===== config.mk =====
export PLATFORM = sky130hd
export DESIGN_NAME = fault_action_and_gpio_trigger_mask
export DESIGN_NICKNAME = d
export VERILOG_FILES = /design/src/include/fault_mask_pkg.sv /design/src/rtl/fault_action_and_gpio_trigger_mask.sv
export VERILOG_INCLUDE_DIRS = /design/src /design/src/include
export SDC_FILE = /design/constraint.sdc
export NUM_CORES = 1
export LEC_CHECK = 0
export BUFFER_PORTS_ARGS = -buffer_cell sky130_fd_sc_hd__clkbuf_2
export CORE_ASPECT_RATIO = 1.5
export CORE_MARGIN = 1.5
export CORE_UTILIZATION = 37
export DETAILED_ROUTE_END_ITERATION = 8
export GPL_TIMING_DRIVEN = 0
export PLACE_DENSITY_LB_ADDON = 0.25
export SLEW_MARGIN = 20
export SYNTH_ARGS = -nofsm -noshare
export SYNTH_HDL_FRONTEND = slang
export SYNTH_SLANG_ARGS = --single-unit

===== constraint.sdc =====
create_clock -name clock -period 3 [get_ports clock]
set_clock_uncertainty 0.15 [all_clocks]
set_input_delay 0.45 -clock clock [delete_from_list [all_inputs] [get_ports clock]]
set_output_delay 0.45 -clock clock [all_outputs]
set_load 0.02 [all_outputs]

===== src/include/fault_mask_consts.svh =====
`ifndef FAULT_MASK_CONSTS_SVH
`define FAULT_MASK_CONSTS_SVH

// ----------------------------------------
// Register offsets
// ----------------------------------------
`define ADDR_MODERATE_FAULT_ACTION_SELECT 8'h45
`define ADDR_GPIO_TRIGGER_MASK_LOW 8'h46
`define ADDR_GPIO_TRIGGER_MASK_MID 8'h47
`define ADDR_GPIO_TRIGGER_MASK_HIGH 8'h48

// ----------------------------------------
// Field positions
// ----------------------------------------
`define MODERATE_FAULT_ACTION_MSB 1
`define MODERATE_FAULT_ACTION_LSB 0
`define GPIO_COUNT 10
`define GPIO_PER_REG 4
`define HIGH_REG_USED_BITS 8'h0F

// ----------------------------------------
// Reset values when no default is loaded
// ----------------------------------------
`define RESET_ACTION_SELECT 8'h00
`define RESET_MASK_LOW 8'h00
`define RESET_MASK_MID 8'h00
`define RESET_MASK_HIGH 8'h00

`endif


===== src/include/fault_mask_pkg.sv =====
package fault_mask_pkg;

   typedef enum logic [1:0]
   {
      action_immediate_shutdown,
      action_orderly_shutdown,
      action_mcu_power_error,
      action_soc_power_error
   } fault_action_t;

   typedef struct packed
   {
      logic [7:0] action_select;
      logic [7:0] mask_low;
      logic [7:0] mask_mid;
      logic [7:0] mask_high;
      logic [7:0] read_data;
      logic [9:0] trigger;
   } state_t;

   typedef struct packed
   {
      logic [7:0] address;
      logic [7:0] write_data;
      logic write_strobe;
      logic read_strobe;
   } reg_request_t;

   typedef struct packed
   {
      logic [7:0] action_select;
      logic [7:0] mask_low;
      logic [7:0] mask_mid;
      logic [7:0] mask_high;
   } nvm_defaults_t;

endpackage : fault_mask_pkg


===== src/rtl/fault_action_and_gpio_trigger_mask.sv =====
`timescale 1ns/1ps
`include "fault_mask_consts.svh"

// Notes on behaviour
// - Two-bit field picks moderate fault response.
// - Defaults come from non-volatile memory contents.
// - Suppress bit zero passes pin, one masks.
// - Level bit sets value of masked trigger.
// - Low register holds GPIO1-4 in pairs.
// - Mid register holds GPIO5-8 in pairs.
// - High register GPIO9-10; bits 7:4 reserved.
// - Action register bits 7:2 reserved, stored and read back as written.

module fault_action_and_gpio_trigger_mask
(
   input wire logic clock,
   input wire logic resetn,
   input wire fault_mask_pkg::reg_request_t request,
   output logic [7:0] read_data,
   input wire fault_mask_pkg::nvm_defaults_t nvm_defaults,
   input wire logic nvm_load,
   input wire logic [9:0] gpio_level,
   output logic [9:0] gpio_trigger,
   output fault_mask_pkg::fault_action_t moderate_fault_action
);

   fault_mask_pkg::state_t state;
   fault_mask_pkg::state_t next_state;

   // ----------------------------------------
   // Helpers
   // ----------------------------------------
   // Pair k of a mask byte: suppress at 2k, level at 2k+1
   function automatic logic [3:0] pick_suppress(input logic [7:0] r);
      pick_suppress = {r[6], r[4], r[2], r[0]};
   endfunction : pick_suppress

   function automatic logic [3:0] pick_level(input logic [7:0] r);
      pick_level = {r[7], r[5], r[3], r[1]};
   endfunction : pick_level

   logic [9:0] suppress;
   logic [9:0] level;
   logic [3:0] high_suppress;
   logic [3:0] high_level;

   // Only two pairs of the high byte carry pins; the rest is plain storage
   assign high_suppress = pick_suppress(state.mask_high);
   assign high_level = pick_level(state.mask_high);

   assign suppress = {high_suppress[1:0], pick_suppress(state.mask_mid),
      pick_suppress(state.mask_low)};
   assign level = {high_level[1:0], pick_level(state.mask_mid),
      pick_level(state.mask_low)};

   // ----------------------------------------
   // Next state
   // ----------------------------------------
   always_comb
   begin
      next_state = state;
      next_state.read_data = 8'h00;
      next_state.trigger = (gpio_level & ~suppress) | (level & suppress);
      if (nvm_load)
      begin
         next_state.action_select = nvm_defaults.action_select;
         next_state.mask_low = nvm_defaults.mask_low;
         next_state.mask_mid = nvm_defaults.mask_mid;
         next_state.mask_high = nvm_defaults.mask_high;
      end
      else if (request.write_strobe)
      begin
         if (request.address == `ADDR_MODERATE_FAULT_ACTION_SELECT)
         begin
            next_state.action_select = request.write_data;
         end
         else if (request.address == `ADDR_GPIO_TRIGGER_MASK_LOW)
         begin
            next_state.mask_low = request.write_data;
         end
         else if (request.address == `ADDR_GPIO_TRIGGER_MASK_MID)
         begin
            next_state.mask_mid = request.write_data;
         end
         else if (request.address == `ADDR_GPIO_TRIGGER_MASK_HIGH)
         begin
            next_state.mask_high = request.write_data;
         end
      end
      if (request.read_strobe)
      begin
         // Unmapped addresses read zero
         if (request.address == `ADDR_MODERATE_FAULT_ACTION_SELECT)
         begin
            next_state.read_data = state.action_select;
         end
         else if (request.address == `ADDR_GPIO_TRIGGER_MASK_LOW)
         begin
            next_state.read_data = state.mask_low;
         end
         else if (request.address == `ADDR_GPIO_TRIGGER_MASK_MID)
         begin
            next_state.read_data = state.mask_mid;
         end
         else if (request.address == `ADDR_GPIO_TRIGGER_MASK_HIGH)
         begin
            next_state.read_data = state.mask_high;
         end
      end
   end

   // ----------------------------------------
   // State register
   // ----------------------------------------
   always_ff @(posedge clock)
   begin
      if (!resetn)
      begin
         state.action_select <= `RESET_ACTION_SELECT;
         state.mask_low <= `RESET_MASK_LOW;
         state.mask_mid <= `RESET_MASK_MID;
         state.mask_high <= `RESET_MASK_HIGH;
         state.read_data <= 8'h00;
         state.trigger <= 10'h000;
      end
      else
      begin
         state <= next_state;
      end
   end

   assign read_data = state.read_data;
   assign gpio_trigger = state.trigger;
   assign moderate_fault_action = fault_mask_pkg::fault_action_t'(
      state.action_select[`MODERATE_FAULT_ACTION_MSB:`MODERATE_FAULT_ACTION_LSB]);

endmodule : fault_action_and_gpio_trigger_mask


== Word-level counts from Yosys, hierarchy flattened ==
Cells that the tools add are included.

* Bits in registers: 50
* Bits in latches: 0
* Bits in writable memories: 0
* Bits in read-only memories: 0
* Input bits: 63
* Output and inout port bits: 20
* Word-level logic and storage cells: 40
* Memories: 0

* Add/subtract/negate cells: 0
* $mul: 0
* Divide/modulo/power cells: 0
* Order comparisons: 0
* Eq/ne operators: 7
* Shift-type cells: 0
* Mux-type cells: 13
* Bitwise logic cells: 4
* Reduce and logical (&&, ||, !) cells: 10

{| class="wikitable"
|+ Operators by type and width
! operator !! number
|-
| 8-bit 2-to-1 mux || 9
|-
| 32-bit 2-to-1 mux || 2
|-
| 8-bit by 7-bit == test with 1-bit output, second input constant || 4
|-
| 24-bit 2-to-1 mux || 1
|-
| 10-bit AND || 2
|-
| 16-bit 2-to-1 mux || 1
|-
| 10-bit inverter || 1
|-
| 10-bit bitwise OR || 1
|-
| 2-bit nonzero test || 5
|-
| 2-bit != test, second input constant || 3
|-
| 5-bit AND reduction || 1
|-
| 2-bit AND reduction || 2
|-
| 4-bit AND reduction || 1
|-
| 3-bit AND reduction || 1
|}

== Longest topological paths before layout ==
Gate-level depths: netlist (run 1).

* Word-level depth: 7
* Gate-level depth with buffers: 7
* Gate-level depth less buffers: 4

== Least setup slack after synthesis (run 1) ==
Ideal clock, no wire load.

* Kind: input to register
* Start point: in request[15] in the netlist's numbering
* End point: reg state, in the netlist level[2]
* Setup time: 130 ps
* Data arrival time: 1,688 ps
* Data required time: 2,720 ps
* Path slack: 1,032 ps
* Stages: 5
* Path buffers: 1
* Cell sequence: or4b_1 -> or3_1 -> buf_6 -> mux2i_1 -> a21oi_1

* Word-level cells in the longest chain between the ends: 3
* Elaborated cells on any way between the ends: 5
* Those cells by class: eq/ne (3); reduce/logical (2)

{| class="wikitable"
|+ RTL lines
! element !! line !! source
|-
| from (decl) || fault_action_and_gpio_trigger_mask.sv:18 || <nowiki>input wire fault_mask_pkg::reg_request_t request,</nowiki>
|-
| 8-bit by 7-bit == test with 1-bit output (no line) || n/a ||
|-
| 2-bit != test (no line) / 2-bit nonzero test (equally long branches) || n/a ||
|-
| 3-bit AND reduction (no line) * || n/a ||
|-
| to (signal assigned) || fault_action_and_gpio_trigger_mask.sv:128 || <nowiki>state <= next_state;</nowiki>
|-
| to (decl) || fault_action_and_gpio_trigger_mask.sv:27 || <nowiki>fault_mask_pkg::state_t state;</nowiki>
|}

Every way passes the cells marked *; elsewhere a longest branch is shown, timed or not.
A chain may end at the register's enable or synchronous reset.

== Final worst setup path (run 1) ==
* Start point: in request[15] in the netlist's numbering
* End point: reg, netlist name read_data[2]

* Word-level cells in the longest chain between the ends: 5
* Elaborated cells on any way between the ends: 8
* Those cells by class: eq/ne (4); mux (4)

{| class="wikitable"
|+ RTL lines
! element !! line !! source
|-
| 8-bit by 7-bit == test with 1-bit output (no line) || n/a ||
|-
| 8-bit 2-to-1 mux || fault_action_and_gpio_trigger_mask.sv:105 || <nowiki>else if (request.address == `ADDR_GPIO_TRIGGER_MASK_HIGH)</nowiki>
|-
| 8-bit 2-to-1 mux || fault_action_and_gpio_trigger_mask.sv:101 || <nowiki>else if (request.address == `ADDR_GPIO_TRIGGER_MASK_MID)</nowiki>
|-
| 8-bit 2-to-1 mux || fault_action_and_gpio_trigger_mask.sv:97 || <nowiki>else if (request.address == `ADDR_GPIO_TRIGGER_MASK_LOW)</nowiki>
|-
| 8-bit 2-to-1 mux * || fault_action_and_gpio_trigger_mask.sv:93 || <nowiki>if (request.address == `ADDR_MODERATE_FAULT_ACTION_SELECT)</nowiki>
|}

Marked as above.

==> metrics.md, run 1 <==
| Metric | Value |
|---|---|
| Area of the multi-input gates | 1140 sq um |
| Routed WL | 6140 um |
| Syn Nets | 332 |
| Synth Area in XOR/XNOR | 0 |
| Most frequent cells in the layout | clkbuf_2 (81), dfxtp_1 (50), a21oi_1 (47), o21ai_0 (40), mux2i_1 (34) |
| CP max FO | 10 |
| Yosys cell types | 28 |
| Post-Synth Adder-Cell Area | 0 |
| Gr usage total | 0.186 |
| FF+latch area | 1000 sq um |
| Leak | 0.00145 uW |
| Crit path launch type | input port |
| Worst path max stage delay | 0.52 ns |
| Global route total overflow | 0 |
| Clock Pin Slew Worst Setup and Hold Paths | 0.09 ns |
| Final instance area | 2980 sq um |
| Post-CTS sizing | 0 |
| Crit. End Element | register |
| CTS Buffer Depth | 2 |
| Total core area | 6220 sq um |
| Main combinational cell family by area after synthesis | compound AO/OA/AOI/OAI gates |
| Final period util | 0.663 |
| Slowest cell on the critical path | nor4b_4 |
| Post-DP HPWL | 4990 um |
| Routed len/inst | 14.2 um |
| Post-Synth Simple-Gate Area | 0.105 |
| Post-CTS Setup Bufs | 0 |
| IO buf count | 81 |
| Routed Antenna Nets | 0 |
| Area growth, synth to finish | 24.6% |
| Chip Height | 102 um |
| # H-tree levels | 2 |
| EDFF count, synth | 0 |
| WP data arrival | 2.06 ns |
| Hold bufs inserted after CTS | 0 |
| Setup TNS | 0 ns |
| CTS tree | yes |
| RSZ-0062 raised after global routing | false |
| Worst slew margin | 0.642 |
| WS Path Type | input port to register |
| Compound-gate portion of the synthesized area | 0.231 |
| Vias | 2,154 |
| Tightest Pin Transition | 0.534 ns |
| IO Pins | 83 |
| Nets | 420 |
| Worst path cell trace | clkbuf_2 > nor4b_4 > and3_1 > buf_2 > buf_2 > a22oi_1 > a21oi_1 |
| DRT Pass-1 Iters | 4 |
| #FFs+latches synth | 50 |
| CP most frequent cell | buf_2 |
| Register area share after synthesis | 0.418 |
| Placed inst area | 2890 sq um |
| CTS root buffer | clkbuf_8 |
| Vias per inst | 4.99 |
| Post-synthesis cell count | 269 |
| Die Span X | 68.7 um |
| Vias in the first global route | 2,097 |
| Slew Viols, Final | 0 |
| Worst-Skew Late Latency | 0.30 ns |
| Mux share of post-synthesis cell area | 0.142 |
| Detailed Route Iter0 Violations | 90 |
| Die area | 6970 sq um |
| Worst VDD drop | 0.000229 V |
| # DRC | 0 |
| Fmax | 503 MHz |
| Most common cell after layout, fill and taps aside | clkbuf_2 |
| Max Cap Violations | 0 |
| Synth async-reset ratio | 0 |
| Required @ worst endpoint | 3.07 ns |
| Outcome | complete, no violations |
| Leading register cell type out of synthesis | dfxtp_1 |
| Min Tclk post-route | 1.99 ns |
| Starting Density | 0.385 |
| P per Cell Area | 445 nW/um^2 |
| Synth warn | 0 |
| Final hold violation count | 0 |
| Avg Inst Size Synth | 8.90 sq um |
| Fillers | 636 |
| Final Wtd Congestion | 0.822 |
| Final setup violation count | 0 |
| Largest net degree at the start of global routing | 15 |
| Min-Delay Path Class | input port to register |
| First-pass GRT wire length | 9650 um |
| Initial antenna violation count | 0 |
| Clock sinks | 50 |
| Layout cells sized above 1 | 0.327 |
| N_diodes | 0 |
| CTS Buf Count | 5 |
| Synth Cell Area | 2390 sq um |
| Std cell rows | 35 |
| Hold WS | 0.251 ns |
## synthesized netlist by cell type (all sizes together) (3+ instances only)
| cell type | count | area, sq um |
|---|---|---|
| nor2b | 12 | 75.1 |
| o21ai | 40 | 200 |
| a31oi | 8 | 50.1 |
| a22oi | 7 | 52.6 |
| inv | 3 | 11.3 |
| nand2 | 10 | 37.5 |
| dfxtp | 50 | 1000 |
| and2 | 3 | 18.8 |
| buf | 28 | 196 |
| mux2i | 34 | 340 |
| a21oi | 47 | 235 |
| clkbuf | 11 | 41.3 |
| nand3 | 3 | 20.0 |
## final cells by class
type | instances | area share
plain buffers | 39 | 0.0797
clock buffers | 7 | 0.0289
clock inverters | 1 | 0.00168
inverters | 3 | 0.00378
multi-input cells | 177 | 0.383
flip-flops and latches | 50 | 0.336
well taps | 74 | 0.0310
repair buffers | 81 | 0.136
## logic make-up (layout without fill, tap and decap cells)
| logic type | after synthesis | after routing |
|---|---|---|
| multiplexers | 34 | 34 |
| buffers and inverters | 42 | 131 |
| flip-flops | 50 | 50 |
| AO/OA/AOI/OAI | 104 | 104 |
| AND/OR/NAND/NOR | 39 | 39 |
## worst max-delay path, delay by kind of cell
family / cells / cell delay, ns
simple gates: 2 / 0.75
buf+inv: 3 / 0.49
compound gates: 2 / 0.36
## sequential cells by signal, summed over array words and instances, names as in the netlist
| signal | cells |
|---|---|
| level | 8 |
| state | 14 |
| moderate_fault_action | 2 |
| gpio_trigger | 10 |
| high_level | 4 |
| high_suppress | 4 |
| read_data | 8 |
## per-layer routing
layer	vias up	part of all wire	GRT usage
li1	1124	-	-
met1	971	0.41	0.215
met2	51	0.53	0.331
met3	8	0.043	0.0356
met4	0	0.016	0.0677
met5	-	0	0
## through the flow
stage | std cells | power, uW | setup WS, ns | utilization
floorplan | 269 | 852 | 1.03 | -
global placement | 424 | 937 | 0.722 | 0.465
detailed placement | 424 | 940 | 0.664 | 0.465
CTS | 432 | 1330 | 0.996 | 0.480
global route | 432 | 1380 | 0.878 | 0.480
finish | 432 | 1330 | 1.01 | 0.480
## path summary, 6_finish.rpt
path                 startpoint         endpoint  slack [ns]  cells after the start
hold / removal    gpio_level[6]  gpio_trigger[6]        0.25                      3
setup reg to reg       level[7]     read_data[7]        1.93                      4
setup / recovery    request[15]     read_data[2]        1.01                      7
hold reg to reg   high_level[3]     read_data[7]        0.32                      2
## power by group
group	switching [uW]	total (uW)	leakage, uW	internal, uW
registers	24.7	727	0.000414	703
clock network	217	403	0.0000482	186
logic	102	197	0.000987	94.6
(Power assumes the default switching activity.)
==> run 2: changes to the inputs <==
--- a/config.mk
+++ b/config.mk
@@ -6,6 +6,7 @@
 export SDC_FILE = /design/constraint.sdc
 export NUM_CORES = 1
 export LEC_CHECK = 0
+export ABC_AREA = 1
 export BUFFER_PORTS_ARGS = -buffer_cell sky130_fd_sc_hd__clkbuf_2
 export CORE_ASPECT_RATIO = 1.5
 export CORE_MARGIN = 1.5
==> constraint.sdc (replaced) <==
create_clock -name clock -period 1.95 [get_ports clock]
set_clock_uncertainty 0.15 [all_clocks]
set_input_delay 0.2925 -clock clock [delete_from_list [all_inputs] [get_ports clock]]
set_output_delay 0.2925 -clock clock [all_outputs]
set_load 0.02 [all_outputs]
==> run 2 against run 1 <==
  * Cell count up 28%
  * Critical path depth down 5
  * Wire length up 13%
  * First-iteration DRC count up 48%
  * Hold slack worse by 0.17 ns
  * Clock power up 59%
  * Core utilization down 0.81 points
  * Sequential cell count unchanged
  * Critical path type is now register to primary output
  * Sequential share of layout area down 2.8 points
  * Critical endpoint is now moderate_fault_action[0]
==> metrics.md, run 2 <==
| Metric | Value |
|---|---|
| Max Cap Violations | 0 (unchanged) |
| Post-synthesis cell count | 384 (was 269) |
| Initial antenna violation count | 0 (unchanged) |
| IO Pins | 83 (unchanged) |
| IO buf count | 81 (unchanged) |
| Gr usage total | 0.187 (was 0.186) |
| Final setup violation count | 0 (unchanged) |
| Sequential share of power | 0.521 (was 0.548) |
| Vias | 2,602 (was 2,154) |
| Synth area leader | dfxtp_1 (unchanged) |
| Nets | 535 (was 420) |
| Count leader, synth | nand2_1 (was dfxtp_1) |
| Combinational power share | 0.177 (was 0.148) |
| Post-CTS sizing | 0 (unchanged) |
| Hold bufs inserted after CTS | 0 (unchanged) |
| Std cell rows | 37 (was 35) |
| Die area | 7690 sq um (was 6970 sq um) |
| Post-synth top cells | nand2_1 (106), dfxtp_1 (50), nand3_1 (41) (was dfxtp_1 (50), a21oi_1 (47), o21ai_0 (40)) |
| Final period util | 0.711 |
| Worst-Skew Late Latency | 0.30 ns (about the same) |
| Min-Delay Path Class | input port to register (unchanged) |
| CTS tree | yes (unchanged) |
| Final Wtd Congestion | 0.924 (was 0.822) |
| WP data arrival | 0.94 ns (was 2.06 ns) |
| Starting Density | 0.384 (was 0.385) |
| Routed Antenna Nets | 0 (unchanged) |
| CTS root buffer | clkbuf_8 (unchanged) |
| Most frequent cells in the layout | nand2_1 (106), clkbuf_2 (81), dfxtp_1 (50), nand3_1 (41), a21oi_1 (36) (was clkbuf_2 (81), dfxtp_1 (50), a21oi_1 (47), o21ai_0 (40), mux2i_1 (34)) |
| RSZ-0062 raised after global routing | false (unchanged) |
| Layout cells sized above 1 | 0.292 (was 0.327) |
| DRT Pass-1 Iters | 4 (unchanged) |
| Worst path max stage delay | 0.37 ns (was 0.52 ns) |
| Crit path launch type | register (was input port) |
| # DRC | 0 (unchanged) |
| Required @ worst endpoint | 1.51 ns (was 3.07 ns) |
| Area fraction of the dominant cell type after synthesis | 0.378 (was 0.418) |
| First-pass GRT wire length | 11,300 um (was 9650 um) |
| Power Total | 2120 uW (was 1330 uW) |
| N_diodes | 0 (unchanged) |
| Worst slew margin | 0.683 (was 0.642) |
| Worst VDD drop | 0.000237 V (was 0.000229 V) |
| Final instance area | 3250 sq um (was 2980 sq um) |
| Area growth, synth to finish | 22.8% (was 24.6%) |
| Crit. End Element | primary output (was register) |
| Synth warn | 0 (unchanged) |
| Vias in the first global route | 2,469 (was 2,097) |
| Clock Pin Slew Worst Setup and Hold Paths | 0.09 ns (about the same) |
| Register area share after synthesis | 0.378 (was 0.418) |
| Leading register cell type out of synthesis | dfxtp_1 (unchanged) |
| Slowest cell on the critical path | dfxtp_1 (was nor4b_4) |
| Final hold violation count | 0 (unchanged) |
| Vias per inst | 4.72 (was 4.99) |
| Worst path cell trace | buf_4 > clkbuf_2 (was clkbuf_2 > nor4b_4 > and3_1 > buf_2 > buf_2 > a22oi_1 > a21oi_1) |
| Largest net degree at the start of global routing | 17 (was 15) |
| #FFs+latches synth | 50 (unchanged) |
| Setup TNS | 0 ns (unchanged) |
| Placed inst area | 3150 sq um (was 2890 sq um) |
| Detailed Route Iter0 Violations | 133 (was 90) |
| Total core area | 6900 sq um (was 6220 sq um) |
| Slew Viols, Final | 0 (unchanged) |
| Sw frac | 0.281 (was 0.259) |
| Synth async-reset ratio | 0 (unchanged) |
| Routed len/inst | 12.6 um (was 14.2 um) |
| P per Cell Area | 652 nW/um^2 (was 445 nW/um^2) |
| Top reg by flops | state (unchanged) |
| Global route total overflow | 0 (unchanged) |
| CTS Buf Count | 5 (unchanged) |
| Max reg flops | 14 (unchanged) |
| Clock sinks | 50 (unchanged) |
| Internal power | 1520 uW (was 984 uW) |
| Clock power frac | 0.301 (was 0.304) |
| Avg Inst Size Synth | 6.90 sq um (was 8.90 sq um) |
| Die Span X | 72.1 um (was 68.7 um) |
| CTS Buffer Depth | 2 (unchanged) |
| Tightest Pin Transition | 0.475 ns (was 0.534 ns) |
| Most common cell after layout, fill and taps aside | nand2_1 (was clkbuf_2) |
| CP max FO | 3 (was 10) |
| Outcome | complete, no violations (unchanged) |
| # H-tree levels | 2 (unchanged) |
| WS Path Type | register to primary output (was input port to register) |
| Leak | 0.00159 uW (was 0.00145 uW) |
| Min Tclk post-route | 1.39 ns |
| Syn Nets | 447 (was 332) |
| Post-CTS Setup Bufs | 0 (unchanged) |
| Synth Cell Area | 2650 sq um (was 2390 sq um) |
| Main area contributors after synthesis | dfxtp_1 (38%), nand2_1 (15%), nand3_1 (7.7%), a21oi_1 (6.8%), buf_4 (6.5%) (was dfxtp_1 (42%), mux2i_1 (14%), a21oi_1 (9.8%), o21ai_0 (8.4%), buf_4 (6.6%)) |
| Chip Height | 107 um (was 102 um) |
| Yosys cell types | 23 (was 28) |
| EDFF count, synth | 0 (unchanged) |
| Fmax | 722 MHz |
| Net Switching | 596 uW (was 343 uW) |
| Routed WL | 6950 um (was 6140 um) |
| Post-DP HPWL | 5800 um (was 4990 um) |
==> run 2: cell types whose count changed after synthesis, moves of 8 or more <==
| cell | delta |
|---|---|
| nor2_1 | +31 |
| o21ai_0 | -16 |
| mux2i_1 | -34 |
| inv_1 | +21 |
| a21oi_1 | -11 |
| nand2_1 | +96 |
| nand3_1 | +39 |
| nor2b_1 | -12 |
| a31oi_1 | -8 |
==> run 2: layout make-up <==
type | count | area, sq um
Inverter | 25 | 93.8
Fill cell | 737 | 3640
Sequential cell | 50 | 1000
Clock buffer | 6 | 82.6
Tap cell | 78 | 97.6
Clock inverter | 2 | 17.5
Multi-Input combinational cell | 273 | 1310
Buffer | 36 | 241
Timing Repair Buffer | 81 | 405
==> run 2: cells by family after synthesis <==
kind of cell	count (synthesis)	share of synthesized area
AOI/OAI and AO/OA	65	0.125
buffers and inverters	61	0.127
and+or+nand+nor	208	0.371
DFF	50	0.378
==> run 2: worst paths after layout <==
check	startpoint	end	slack, ns	depth (start not counted)
worst max-delay path	moderate_fault_action[0]	moderate_fault_action[0]	0.56	2
worst min-delay path	gpio_level[2]	gpio_trigger[2]	0.08	3
worst max register to register	state[34]	read_data[0]	0.77	4
worst min register to register	high_level[0]	high_level[0]	0.32	2
==> run 2: critical path, delay by kind of cell, from the launching register on <==
| kind | cells | cell delay [ns] |
|---|---|---|
| DFF | 1 | 0.37 |
| buffers and inverters | 2 | 0.27 |
==> run 2: power groups by stage <==
| stage | sequential [uW] | clock, uW | combinational [uW] |
|---|---|---|---|
| global placement | 1130 | 0 | 373 |
| global route | 1110 | 692 | 424 |
| finish | 1100 | 639 | 376 |
| floorplan | 1120 | 0 | 247 |
| detailed placement | 1130 | 0 | 378 |
| CTS | 1100 | 646 | 379 |
==> run 2: metrics by stage <==
stage / std cells / utilization / hold slack (ns) / worst slack [ns]
floorplan: 384 / - / 0.291 / 0.574
global placement: 543 / 0.457 / 0.301 / 0.322
detailed placement: 543 / 0.457 / 0.306 / 0.282
CTS: 551 / 0.472 / 0.0776 / 0.553
global route: 551 / 0.472 / 0.0833 / 0.485
finish: 551 / 0.472 / 0.0806 / 0.564
==> run 2: layer usage <==
metal	GRT usage	vias to the layer above	wire [um]
met3	0.0226	28	317
met1	0.220	1080	2930
met5	0	-	0
li1	-	1407	-
met2	0.312	87	3320
met4	0.124	0	386
